===== config.mk =====
export PLATFORM = sky130hd
export DESIGN_NAME = bert_pattern_mode_control
export DESIGN_NICKNAME = d
export VERILOG_FILES = /design/src/rtl/bert_ctrl_pkg.sv /design/src/rtl/bert_pattern_mode_control.sv /design/src/rtl/word_fifo.sv
export SDC_FILE = /design/constraint.sdc
export NUM_CORES = 1
export LEC_CHECK = 0
export BUFFER_PORTS_ARGS = -buffer_cell sky130_fd_sc_hd__clkbuf_2
export CAP_MARGIN = 20
export CORE_ASPECT_RATIO = 1.25
export CORE_MARGIN = 4
export CORE_UTILIZATION = 49
export DETAILED_ROUTE_END_ITERATION = 10
export PLACE_DENSITY = 0.73
export SLEW_MARGIN = 30
export SYNTH_ARGS = -nofsm -noshare
export SYNTH_HDL_FRONTEND = slang
export SYNTH_HIERARCHICAL = 1
export SYNTH_SLANG_ARGS = --single-unit

===== constraint.sdc =====
create_clock -name mclk_in -period 6.3 [get_ports mclk_in]
set_input_delay 1.26 -clock mclk_in [delete_from_list [all_inputs] [get_ports mclk_in]]
set_output_delay 1.26 -clock mclk_in [all_outputs]
set_load 0.005 [all_outputs]

===== src/rtl/bert_ctrl_pkg.sv =====
// constants for the pattern and interface control block
// assumes a byte-wide register port with a 4-bit address
package bert_ctrl_pkg;
  // register port geometry
  localparam int ADDR_W = 4;
  localparam int DATA_W = 8;

  // register offsets
  localparam logic [3:0] CTRL_OFFSET   = 4'h0;
  localparam logic [3:0] WORD4_OFFSET  = 4'h2;
  localparam logic [3:0] WORD3_OFFSET  = 4'h3;
  localparam logic [3:0] WORD2_OFFSET  = 4'h4;
  localparam logic [3:0] WORD1_OFFSET  = 4'h5;
  localparam logic [3:0] STATUS_OFFSET = 4'hC;

  // control and status register fields
  localparam int PAT_MSB     = 7;
  localparam int PAT_LSB     = 4;
  localparam int SOFT_RST    = 3;
  localparam int TX_INVERT   = 2;
  localparam int IFACE_MSB   = 1;
  localparam int IFACE_LSB   = 0;
  localparam int STAT_MISS   = 0;
  localparam int STAT_EMPTY  = 1;

  // reset values
  localparam logic [7:0] CTRL_RESET    = 8'h00;
  localparam logic [7:0] WORD_RESET    = 8'h00;
  localparam logic [7:0] SOFT_RST_HOLD = 8'h08;
  localparam logic [7:0] RDATA_UNMAP   = 8'h00;

  // link geometry
  localparam int HIST_W     = 32;
  localparam int SYNC_DEPTH = 2;
  localparam int FIFO_DEPTH = 16;
  localparam int ZS_RUN     = 14;

  // interface select codes
  typedef enum logic [1:0] {
    IFACE_SERIAL   = 2'b00,
    IFACE_NIBBLE   = 2'b01,
    IFACE_RESERVED = 2'b10,
    IFACE_BYTE     = 2'b11
  } iface_e;

  // pattern select codes
  typedef enum logic [3:0] {
    PAT_ZEROS  = 4'b0000,
    PAT_ONES   = 4'b0001,
    PAT_ALT    = 4'b0010,
    PAT_DALT   = 4'b0011,
    PAT_USER1  = 4'b0100,
    PAT_USER2  = 4'b0101,
    PAT_USER3  = 4'b0110,
    PAT_USER4  = 4'b0111,
    PAT_PRBS15 = 4'b1000,
    PAT_QRSS20 = 4'b1001,
    PAT_PRBS20 = 4'b1010,
    PAT_PRBS23 = 4'b1011
  } pattern_e;

  // seeds for the repeating fixed words and the shift registers
  localparam logic [31:0] SEED_ALT  = 32'hAAAA_AAAA;
  localparam logic [31:0] SEED_DALT = 32'hCCCC_CCCC;
  localparam logic [31:0] SEED_PRBS = 32'hFFFF_FFFF;
  localparam logic [31:0] SEED_NONE = 32'h0000_0000;

  // per-mode lane masks and lane bit counts
  localparam logic [7:0] MASK_SERIAL = 8'h01;
  localparam logic [7:0] MASK_NIBBLE = 8'h0F;
  localparam logic [7:0] MASK_BYTE   = 8'hFF;
  localparam logic [3:0] BITS_SERIAL = 4'h1;
  localparam logic [3:0] BITS_NIBBLE = 4'h4;
  localparam logic [3:0] BITS_BYTE   = 4'h8;
endpackage


===== src/rtl/bert_pattern_mode_control.sv =====
// pattern select, soft reset, transmit inversion and interface select of a
// bit error rate generator/receiver, with its generator and detector
// assumes link clocks far slower than mclk_in; both are sampled as plain inputs
`timescale 1ns/10ps
// Functional notes
// RULE1: codes 0000-0011 give all zeros, all ones, alternating 10, and 1100.
// RULE2: codes 0100-0111 use user bytes 1..4; 1000-1011 select pseudo-random sequences.
// RULE3: code 1001 is the zero-suppressed 2^20-1 variant, generated and checked.
// RULE4: host must not combine zero-suppressed pattern with byte interface.
// RULE5: one pattern selection drives both generator and detector together.
// RULE6: writing one to control bit 3 resets the whole block.
// RULE7: host releases the reset by writing zero to bit 3.
// RULE8: soft reset clears generator, detector, fifo, control bits and status.
// RULE9: host rewrites every read/write bit after a reset.
// RULE10: control bit 2 inverts all transmitted bits in every interface mode.
// RULE11: bits 1:0 pick serial 00, nibble 01, byte 11 for both directions.
// RULE12: interface code 10 keeps previous mode; pattern codes 1100-1111 idle the logic.
module bert_pattern_mode_control #(
  parameter int FIFO_WORDS = bert_ctrl_pkg::FIFO_DEPTH
) (
  // clock and reset
  input  wire logic                              mclk_in,
  input  wire logic                              rst_in,
  // register port
  input  wire logic [bert_ctrl_pkg::ADDR_W-1:0]  addr_in,
  input  wire logic [bert_ctrl_pkg::DATA_W-1:0]  wdata_in,
  input  wire logic                              wr_in,
  input  wire logic                              rd_in,
  output logic [bert_ctrl_pkg::DATA_W-1:0]       rdata_out,
  // transmit link
  input  wire logic                              tx_clk_in,
  output logic [7:0]                             tx_data_out,
  // receive link
  input  wire logic                              rx_clk_in,
  input  wire logic [7:0]                        rx_data_in,
  output logic                                   rx_error_out
);
  import bert_ctrl_pkg::*;

  initial begin
    if (FIFO_WORDS < 2 || (FIFO_WORDS & (FIFO_WORDS - 1)) != 0) begin
      $error("bert_pattern_mode_control: FIFO_WORDS must be a power of two");
    end
  end

  //////////////////////////////////////////////////////////////////////////////
  // decoding helpers

  function automatic logic [3:0] lane_bits(input logic [1:0] mode);
    case (mode)
      IFACE_NIBBLE: lane_bits = BITS_NIBBLE;
      IFACE_BYTE:   lane_bits = BITS_BYTE;
      default:      lane_bits = BITS_SERIAL;
    endcase
  endfunction

  function automatic logic pattern_legal(input logic [3:0] pat);
    pattern_legal = (pat <= PAT_PRBS23);
  endfunction

  // next bit of the selected pattern from the history, newest bit at index 0
  function automatic logic pat_bit(input logic [31:0] h, input logic [3:0] pat);
    case (pat)
      PAT_ZEROS:  pat_bit = 1'b0;
      PAT_ONES:   pat_bit = 1'b1;
      PAT_ALT:    pat_bit = h[1];
      PAT_DALT:   pat_bit = h[3];
      PAT_USER1:  pat_bit = h[7];
      PAT_USER2:  pat_bit = h[15];
      PAT_USER3:  pat_bit = h[23];
      PAT_USER4:  pat_bit = h[31];
      PAT_PRBS15: pat_bit = h[14] ^ h[13];
      PAT_QRSS20: pat_bit = h[19] ^ h[16];
      PAT_PRBS20: pat_bit = h[19] ^ h[2];
      PAT_PRBS23: pat_bit = h[22] ^ h[17];
      default:    pat_bit = 1'b0;
    endcase
  endfunction

  // advance the generator by n bits, first bit in the top used lane
  function automatic logic [39:0] gen_step(input logic [31:0] h, input logic [3:0] pat,
                                           input logic [3:0] n);
    logic [31:0] hh;
    logic [7:0]  w;
    logic        b;
    logic        ob;
    logic [3:0]  pos;
    hh = h;
    w  = 8'h00;
    for (int i = 0; i < 8; i++) begin
      b   = pat_bit(hh, pat);
      // zero suppression: a long run of zeros is broken by a forced one
      ob  = b | ((pat == PAT_QRSS20) && (hh[ZS_RUN-1:0] == '0)); // RULE3
      pos = n - 4'(i) - 4'h1;
      if (4'(i) < n) begin
        w[pos[2:0]] = ob;
        hh = {hh[30:0], b};
      end
    end
    gen_step = {hh, w};
  endfunction

  // check n received bits against the prediction, shifting received bits in
  function automatic logic [32:0] det_step(input logic [31:0] h, input logic [3:0] pat,
                                           input logic [3:0] n, input logic [7:0] w);
    logic [31:0] hh;
    logic        err;
    logic        rb;
    logic        eb;
    logic        pb;
    logic        zs;
    logic [3:0]  pos;
    hh  = h;
    err = 1'b0;
    for (int i = 0; i < 8; i++) begin
      pos = n - 4'(i) - 4'h1;
      rb  = w[pos[2:0]];
      pb  = pat_bit(hh, pat);
      // a forced one hides the true sequence bit, so the prediction stands in for it;
      // an all-zero history is the lock-up state and always learns from the line
      zs  = (pat == PAT_QRSS20) && (hh[ZS_RUN-1:0] == '0) && (hh[19:0] != '0);
      eb  = pb | zs; // RULE3
      if (4'(i) < n) begin
        err = err | (rb != eb);
        hh  = {hh[30:0], (zs ? pb : rb)};
      end
    end
    det_step = {hh, err};
  endfunction

  //////////////////////////////////////////////////////////////////////////////
  // register file

  logic [7:0] ctrl;
  logic [7:0] word1;
  logic [7:0] word2;
  logic [7:0] word3;
  logic [7:0] word4;
  logic       miss_sticky;
  logic       reload;

  wire logic [3:0] pattern    = ctrl[PAT_MSB:PAT_LSB];
  wire logic       soft_reset = ctrl[SOFT_RST];
  wire logic       tx_invert  = ctrl[TX_INVERT];
  wire logic [1:0] iface_sel  = ctrl[IFACE_MSB:IFACE_LSB];
  wire logic [3:0] lane_n     = lane_bits(iface_sel); // RULE11
  wire logic       pat_run    = pattern_legal(pattern) && !soft_reset; // RULE12

  wire logic wr_ctrl   = wr_in && (addr_in == CTRL_OFFSET);
  wire logic wr_word   = wr_in && ((addr_in == WORD1_OFFSET) || (addr_in == WORD2_OFFSET) ||
                                   (addr_in == WORD3_OFFSET) || (addr_in == WORD4_OFFSET));
  wire logic rd_status = rd_in && (addr_in == STATUS_OFFSET);
  wire logic set_reset = wr_ctrl && wdata_in[SOFT_RST]; // RULE6
  wire logic [1:0] w_iface = wdata_in[IFACE_MSB:IFACE_LSB];
  // reserved interface code keeps the mode already in force
  wire logic [1:0] kept_iface = (w_iface == IFACE_RESERVED) ? iface_sel : w_iface; // RULE12
  wire logic [7:0] next_ctrl  = set_reset ? SOFT_RST_HOLD : {wdata_in[7:2], kept_iface}; // RULE8

  logic det_err;
  logic det_fire;
  logic fifo_empty;

  wire logic [7:0] rd_mux =
      (addr_in == CTRL_OFFSET)   ? ctrl :
      (addr_in == WORD1_OFFSET)  ? word1 :
      (addr_in == WORD2_OFFSET)  ? word2 :
      (addr_in == WORD3_OFFSET)  ? word3 :
      (addr_in == WORD4_OFFSET)  ? word4 :
      (addr_in == STATUS_OFFSET) ? {6'h00, fifo_empty, miss_sticky} : RDATA_UNMAP;

  always_ff @(posedge mclk_in or posedge rst_in) begin
    if (rst_in) begin
      ctrl  <= CTRL_RESET;
      word1 <= WORD_RESET;
      word2 <= WORD_RESET;
      word3 <= WORD_RESET;
      word4 <= WORD_RESET;
    end else if (set_reset) begin
      ctrl  <= next_ctrl; // RULE8
      word1 <= WORD_RESET;
      word2 <= WORD_RESET;
      word3 <= WORD_RESET;
      word4 <= WORD_RESET;
    end else begin
      if (wr_ctrl) begin
        ctrl <= next_ctrl;
      end
      if (wr_in && addr_in == WORD1_OFFSET) begin
        word1 <= wdata_in;
      end
      if (wr_in && addr_in == WORD2_OFFSET) begin
        word2 <= wdata_in;
      end
      if (wr_in && addr_in == WORD3_OFFSET) begin
        word3 <= wdata_in;
      end
      if (wr_in && addr_in == WORD4_OFFSET) begin
        word4 <= wdata_in;
      end
    end
  end

  always_ff @(posedge mclk_in or posedge rst_in) begin
    if (rst_in) begin
      rdata_out   <= RDATA_UNMAP;
      miss_sticky <= 1'b0;
      reload      <= 1'b0;
    end else begin
      rdata_out <= rd_in ? rd_mux : RDATA_UNMAP;
      reload    <= wr_ctrl || wr_word;
      // a new mismatch wins over the clear-on-read
      if (det_fire && det_err) begin
        miss_sticky <= 1'b1;
      end else if (rd_status || soft_reset) begin
        miss_sticky <= 1'b0; // RULE8
      end
    end
  end

  //////////////////////////////////////////////////////////////////////////////
  // link input synchronisers and edge detection

  logic [SYNC_DEPTH-1:0] tx_clk_sync;
  logic [SYNC_DEPTH-1:0] rx_clk_sync;
  logic [7:0]            rx_data_meta;
  logic [7:0]            rx_data_sync;
  logic                  tx_clk_last;
  logic                  rx_clk_last;

  always_ff @(posedge mclk_in or posedge rst_in) begin
    if (rst_in) begin
      tx_clk_sync  <= '0;
      rx_clk_sync  <= '0;
      rx_data_meta <= 8'h00;
      rx_data_sync <= 8'h00;
      tx_clk_last  <= 1'b0;
      rx_clk_last  <= 1'b0;
    end else begin
      tx_clk_sync  <= {tx_clk_sync[0], tx_clk_in};
      rx_clk_sync  <= {rx_clk_sync[0], rx_clk_in};
      rx_data_meta <= rx_data_in;
      rx_data_sync <= rx_data_meta;
      tx_clk_last  <= tx_clk_sync[1];
      rx_clk_last  <= rx_clk_sync[1];
    end
  end

  wire logic tx_rise = tx_clk_sync[1] && !tx_clk_last;
  wire logic rx_rise = rx_clk_sync[1] && !rx_clk_last;

  //////////////////////////////////////////////////////////////////////////////
  // pattern generator feeding the transmit fifo

  logic [31:0] gen_hist;
  logic [31:0] det_hist;

  wire logic [31:0] seed_hist =
      (pattern == PAT_ALT)   ? SEED_ALT :
      (pattern == PAT_DALT)  ? SEED_DALT :
      (pattern == PAT_USER1) ? {24'h00_0000, word1} :
      (pattern == PAT_USER2) ? {16'h0000, word1, word2} :
      (pattern == PAT_USER3) ? {8'h00, word1, word2, word3} :
      (pattern == PAT_USER4) ? {word1, word2, word3, word4} :
      pattern[3]             ? SEED_PRBS : SEED_NONE; // RULE2

  wire logic [39:0] gen_next   = gen_step(gen_hist, pattern, lane_n); // RULE1 RULE2 RULE5
  wire logic        fifo_flush = reload || soft_reset; // RULE8
  wire logic        gen_valid  = pat_run && !reload;
  logic             gen_ready;
  logic             tx_valid;
  logic [7:0]       tx_word;

  always_ff @(posedge mclk_in or posedge rst_in) begin
    if (rst_in) begin
      gen_hist <= SEED_NONE;
    end else if (reload || soft_reset) begin
      gen_hist <= seed_hist; // RULE8
    end else if (gen_valid && gen_ready) begin
      gen_hist <= gen_next[39:8];
    end
  end

  word_fifo #(
    .WIDTH (8),
    .DEPTH (FIFO_WORDS)
  ) tx_fifo (
    .clk_in        (mclk_in),
    .rst_in        (rst_in),
    .flush_in      (fifo_flush),
    .in_valid_in   (gen_valid),
    .in_ready_out  (gen_ready),
    .in_data_in    (gen_next[7:0]),
    .out_valid_out (tx_valid),
    .out_ready_in  (tx_rise),
    .out_data_out  (tx_word)
  );

  assign fifo_empty = !tx_valid;

  //////////////////////////////////////////////////////////////////////////////
  // transmit output stage

  wire logic [7:0] lane_mask =
      (iface_sel == IFACE_BYTE)   ? MASK_BYTE :
      (iface_sel == IFACE_NIBBLE) ? MASK_NIBBLE : MASK_SERIAL; // RULE11
  wire logic [7:0] tx_inv_mask = tx_invert ? lane_mask : 8'h00;

  always_ff @(posedge mclk_in or posedge rst_in) begin
    if (rst_in) begin
      tx_data_out <= 8'h00;
    end else if (soft_reset) begin
      tx_data_out <= 8'h00;
    end else if (tx_rise && tx_valid) begin
      tx_data_out <= (tx_word ^ tx_inv_mask) & lane_mask; // RULE10
    end
  end

  //////////////////////////////////////////////////////////////////////////////
  // receive detector; it tracks the received stream so it aligns by itself

  wire logic [32:0] det_next = det_step(det_hist, pattern, lane_n, rx_data_sync); // RULE5
  assign det_err  = det_next[0];
  assign det_fire = rx_rise && pat_run; // RULE12

  always_ff @(posedge mclk_in or posedge rst_in) begin
    if (rst_in) begin
      det_hist     <= SEED_NONE;
      rx_error_out <= 1'b0;
    end else if (soft_reset) begin
      det_hist     <= SEED_NONE; // RULE8
      rx_error_out <= 1'b0;
    end else begin
      rx_error_out <= det_fire && det_err;
      if (det_fire) begin
        det_hist <= det_next[32:1];
      end
    end
  end
endmodule


===== src/rtl/word_fifo.sv =====
// synchronous word fifo with valid/ready on both sides
// assumes one clock, asynchronous active-high reset and a synchronous flush
`timescale 1ns/10ps
module word_fifo #(
  parameter int WIDTH = 8,
  parameter int DEPTH = 16
) (
  // clock and reset
  input  wire logic             clk_in,
  input  wire logic             rst_in,
  input  wire logic             flush_in,
  // filling side
  input  wire logic             in_valid_in,
  output logic                  in_ready_out,
  input  wire logic [WIDTH-1:0] in_data_in,
  // draining side
  output logic                  out_valid_out,
  input  wire logic             out_ready_in,
  output logic [WIDTH-1:0]      out_data_out
);
  localparam int PTR_W = $clog2(DEPTH);

  initial begin
    if (DEPTH < 2 || (DEPTH & (DEPTH - 1)) != 0 || WIDTH < 1) begin
      $error("word_fifo: depth must be a power of two of at least 2");
    end
  end

  logic [WIDTH-1:0] store [DEPTH];
  logic [PTR_W-1:0] wr_ptr;
  logic [PTR_W-1:0] rd_ptr;
  logic [PTR_W:0]   fill;

  wire logic push = in_valid_in && in_ready_out;
  wire logic pop  = out_valid_out && out_ready_in;

  assign in_ready_out  = (fill != DEPTH[PTR_W:0]);
  assign out_valid_out = (fill != '0);
  assign out_data_out  = store[rd_ptr];

  always_ff @(posedge clk_in or posedge rst_in) begin
    if (rst_in) begin
      wr_ptr <= '0;
      rd_ptr <= '0;
      fill   <= '0;
    end else if (flush_in) begin
      wr_ptr <= '0;
      rd_ptr <= '0;
      fill   <= '0;
    end else begin
      if (push) begin
        wr_ptr <= wr_ptr + 1'b1;
      end
      if (pop) begin
        rd_ptr <= rd_ptr + 1'b1;
      end
      if (push && !pop) begin
        fill <= fill + 1'b1;
      end else if (pop && !push) begin
        fill <= fill - 1'b1;
      end
    end
  end

  always_ff @(posedge clk_in) begin
    if (push) begin
      store[wr_ptr] <= in_data_in;
    end
  end
endmodule


# == Yosys cells after proc, flatten, opt, wreduce, memory -nomap -nowiden ==
# Memories as Yosys holds them, arrays and structs flattened.
# Cells that the tools add are included.
# totals
mem_bits_rw,128
mem_count,1
reg_bits,158
input_bits,26
# memory_table
name,depth,word_bits,rd,rd_ports_with_merged_regs,wr,line,source
tx_fifo.store,16,8,1,0,1,word_fifo.sv:29,logic [WIDTH-1:0] store [DEPTH];
# classes
reduce_logical,100
add_sub_neg,18
n_bitwise,90
eq_ne,28
magnitude_cmp,25
muxes,143
# ops
operator,count
32-bit two-way mux,27
8-bit two-way mux,29
14-bit zero test,16
1-bit one-hot mux with 11 select lines,16
20-bit nonzero test,8
1-bit XOR,64
8-bit bitwise mux,7
1-bit logical AND,50
1-bit two-way mux,37
"3-bit by 4-bit < comparator with 1-bit output, second input constant",8
1-bit binary-select mux with 3-bit select,8
1-bit demux with 3-bit select,8
"4-bit by 3-bit equality test with 1-bit output, second input constant",6
"3-bit by 1-bit greater-or-equal comparator with 1-bit output, second input constant",8
"3-bit by 1-bit subtractor with 3-bit output, second input constant",8
1-bit bitwise OR,23
"4-bit equality test, second input constant",5
4-bit two-way mux,5
2-bit nonzero test,10
8-bit bitwise AND,2
"4-bit by 2-bit equality test with 1-bit output, second input constant",4
"3-bit by 4-bit < comparator with 1-bit output, first input constant",4
5-bit two-way mux,3
"3-bit subtractor, second input constant",4
other kinds (20),44

# == Longest topological paths before layout ==
# depth
ltp_word,46
ltp_mapped,21
depth_no_buf,14

# == Modules after synthesis ==
# The synthesis kept the hierarchy.
# modules_own_cells
module,n_inst,cells_each,area_each_um2,seq_area_each_um2
bert_pattern_mode_control,1,1606,12424.4,3628.5
word_fifo,1,307,5743.0,4169.0

# == Worst setup path before layout ==
# No wires, ideal clock.
# synth_timing
path_type,reg2reg
startpoint,register det_hist[7]
endpoint,register det_hist[1]
arrival_time_ns,4.401
n_path_buf,2
required_time_ns,6.201
path_slack_ns,1.799
path_stages_with_launch,17
path_cell_list,dfrtp_1 > buf_6 > or4_1 > or4_4 > nor3_4 > and4_4 > o211ai_4 > mux2i_4 > buf_6 > nor4_2 > nor3_4 > a2111oi_4 > mux2i_1 > o21ba_1 > nor2_1 > a21o_1 > a311oi_1
# synth_via
elab_chain_len,38
# synth_rtl
item,line,source
from (decl),bert_pattern_mode_control.sv:255,logic [31:0] det_hist;
from (signal assigned),bert_pattern_mode_control.sv:335,det_hist <= det_next[32:1];
14-bit zero test,bert_pattern_mode_control.sv:121,zs = (pat == PAT_QRSS20) && (hh[ZS_RUN-1:0] == '0) && (hh[19:0] != '0);
1-bit logical AND (2 in a row),bert_pattern_mode_control.sv:121,
1-bit two-way mux,bert_pattern_mode_control.sv:125,"hh = {hh[30:0], (zs ? pb : rb)};"
32-bit two-way mux *,bert_pattern_mode_control.sv:123,if (4'(i) < n) begin
14-bit zero test,bert_pattern_mode_control.sv:121,
1-bit logical AND (2 in a row),bert_pattern_mode_control.sv:121,
1-bit two-way mux,bert_pattern_mode_control.sv:125,
32-bit two-way mux *,bert_pattern_mode_control.sv:123,
[... 18 more ...],--,
1-bit two-way mux,bert_pattern_mode_control.sv:125,
32-bit two-way mux *,bert_pattern_mode_control.sv:123,
14-bit zero test,bert_pattern_mode_control.sv:121,
1-bit logical AND (2 in a row),bert_pattern_mode_control.sv:121,
1-bit two-way mux,bert_pattern_mode_control.sv:125,
32-bit two-way mux * (2 in a row),bert_pattern_mode_control.sv:123,
32-bit two-way mux *,bert_pattern_mode_control.sv:334,if (det_fire) begin
32-bit two-way mux *,bert_pattern_mode_control.sv:329,end else if (soft_reset) begin
# Every way passes the cells marked *; elsewhere a longest branch is shown, timed or not. The select of a mux whose other input is x is not followed.
# A chain may end at the register's enable or synchronous reset.

# == Worst setup path after layout ==
# layout_timing
startpoint,register ctrl[7]
endpoint,memory tx_fifo.store[11][0] (data pin)
# layout_via
elab_chain_len,20
# layout_rtl
item,line,source
from (decl),bert_pattern_mode_control.sv:134,logic [7:0] ctrl;
from (signal assigned),bert_pattern_mode_control.sv:179,ctrl <= next_ctrl;
from (signal assigned),bert_pattern_mode_control.sv:186,ctrl <= next_ctrl;
"parallel branches: the longest is 19 deep, another holds 32-bit two-way mux",--,
8-bit two-way mux *,bert_pattern_mode_control.sv:95,if (4'(i) < n) begin
via gen_next[0],bert_pattern_mode_control.sv:266,"wire logic [39:0] gen_next = gen_step(gen_hist, pattern, lane_n);"
to (decl),word_fifo.sv:29,
# Mark *: on every way through the listed nets, which the timed path passes.

==> out/results.ini <==
[status]
outcome=finished, final reports clean

[yosys]
synth_cell_types=103
synth_edf_count=128
yosysSeqAreaShare_pct=42.92
ys_warn_count=6
syn_avg_cell_area_um2=9.497
netlist.area_leader.share_pct=21.76
yosysTopAreaCell=dfrtp_1
synthTopCellsByCount=nor2_1 (219), a21oi_1 (200), nand2_1 (167), dfrtp_1 (158), edfxtp_1 (128)
synthArstFlopShare_pct=55.24
synth_ff_type=dfrtp_1
synth_fp_nets=1950
yosys_register_bits=286
synth.most_common_cell=nor2_1
synth_area_leaders=dfrtp_1 (22%), edfxtp_1 (21%), mux2i_1 (5.7%), a21oi_1 (5.5%), nor2_1 (4.5%)
syn_inst=1913
synth_area_um2=18170

[cells_and_area]
top_regs=tx_fifo/store x128, det_hist x32, gen_hist x32
fin_nets=1906
area_delta_synth_final_pct=9.022
final_area_um2=19810
antennaDiodeCount=0
drive_gt1_share_pct=13.05
largest_reg_flops=128
regMostFlops=tx_fifo/store

[die]
pin_count=43
die_area_um2=40240
chipHeight_um=223.3
die_w_um=180.2
initial_core_util_pct=49.77
fp-row-count=78
core_area_um2=36500

[clock_tree]
cts_resized=0
numCtsBuffers=30
clock_sinks=286
postCtsHoldBufs=0
clk_pin_slew_ps=60
root_buffer=clkbuf_16
insertion_delay_ps=590
cts.path.max_buffers=3
cts_tree=yes
postCtsSetupRepairBufs=0
htreeDepth=1

[timing]
final_hold_viol_count=0
rsz0062_at_grt=false
finalCriticalPeriod_ps=5535
layout_worst_path_cycle_share_pct=87.86
setup_viol=0
maxSlewHeadroom_pct=29.60
skew_ps=15.60
final.setup.tns_ps=0
final_max_slew_viol_count=0
whs_ps=341.3
tightest_slew_ps=1046
fmax_mhz=180.7

[critical_path]
crit_buf_inv=2
arrival_ps=5790
path_max_fanout=27
path_common_cell=a21oi_1
path_class=register to register
cp-end-kind=register
max_stage_delay_ps=690
critPathTopFamily=compound AO/OA/AOI/OAI gates
cp.required_ps=6550
crit_path_start_kind=register
critPathSlowestCell=dfrtp_1
worstPathCellList=buf_4 -> inv_1 -> a222oi_1 -> o211ai_1 -> mux4_2 -> xnor2_1 -> a21oi_1 -> a21oi_1 -> o21ai_0 -> xnor2_1 -> a21oi_1 -> o21ai_0 -> nor4_1 -> or3_1

[routing]
final_antenna_net_count=0
wl_per_cell_um=25.39
drt-total-wl_mm=60.25
drc=0
num_vias=16170
vias_per_cell=6.814
dr.pass1.iters=6
first_iter_violations=2700

[global_route]
grt_overflow_total=0
grt_usage_pct=29.04
grt_pass1_wl_mm=93.09
grt_max_degree=108
antenna_found_initial=0
grt_pass1_vias=15440

[placement]
io_buffers=42
dpl-instance-area_um2=18750
hpwl_mm=42.25
gp_congestion=1.046

[power_and_ir_drop]
ir_drop_uv=293.7
power.total_mw=8.909
p_per_area_nw_per_um2=449.8
p_leak_nw=7.550

[job]
cap_violations=0

[min_path]
hold_path_class=register to register

-- cell type report --
type	instances	area [um^2]
Clock buffer	37	797.0
Clock inverter	19	234.0
Fill cell	3297	16690
Inverter	31	123.9
Multi-Input combinational cell	1423	9609
Sequential cell	286	7806
Tap cell	480	600.6
Timing Repair Buffer	97	635.6
-- placed cells by master (no fill, tap or decap), types with 7 or more instances in the layout --
cell type and n:
o21ai_0 78, mux4_2 35, nor2_2 7, nand2b_1 10, and2_1 22, a221oi_1 15, mux2_2 19, a211oi_1 57
xor2_1 25, mux2i_1 103, a21boi_0 10, clkbuf_2 42, clkbuf_16 30, nand2_1 166, a21oi_1 200, o21a_1 8
xnor2_1 40, buf_4 54, a21o_1 9, nor3_1 33, a22oi_1 30, edfxtp_1 128, and3_1 11, o211ai_1 27
ha_1 10, a31oi_1 18, or3_1 11, o22ai_1 24, inv_1 27, nand3_1 31, dfrtp_1 153, o31ai_1 11
a32oi_1 9, nor2b_1 22, nor4_1 20, nor2_1 212
-- metal layers --
layer  up-vias  part of all wire (%)  wire (um)  GRT usage [%]
li1       7068                     -          -              -
met1      7820                    37      22460          37.28
met2      1002                    47      28110          46.83
met3       279                   8.0       4848          3.702
met4         0                   8.0       4828          18.16
met5         -                     0          0              0
-- power breakdown --
group          total (mW)  internal [mW]  leakage [nW]  switching [mW]
sequential           3.05           2.40          3.16           0.651
clock                1.84           1.07         0.493           0.771
combinational        4.02           1.51          3.90            2.51
-- metrics by stage --
step | std cells | utilization [%] | worst slack, ps
3_3_place_gp | 2316 | 51.35 | 989.2
2_1_floorplan | 1913 | - | 1145
3_5_place_dp | 2317 | 51.38 | 1006
4_1_cts | 2373 | 54.20 | 987.4
6_report | 2373 | 54.26 | 765.1
5_1_grt | 2373 | 54.26 | 479.5
-- logic make-up after synthesis --
kind of cell	synth area share, %
AND/OR/NAND/NOR	15.99
buffers and inverters	4.497
multiplexers	11.40
flip-flops	42.92
adder cells (fa/ha/maj)	0.7989
XOR/XNOR	3.134
AO/OA/AOI/OAI	21.27
-- final timing paths --
check / start / endpoint / slack [ps] / depth (start not counted)
hold / removal: rx_data_meta[6] / rx_data_sync[6] / 340 / 0
setup reg to reg: ctrl[7] / tx_fifo/store[11][0] / 770 / 14
hold reg to reg: rx_data_meta[6] / rx_data_sync[6] / 340 / 0
max in group asynchronous: rst_in / det_hist[3] / 4400 / 3
setup / recovery: ctrl[7] / tx_fifo/store[11][0] / 770 / 14
min in group asynchronous: rst_in / tx_fifo/fill[0] / 760 / 2
No activity file was read; power rests on OpenSTA's default activity.
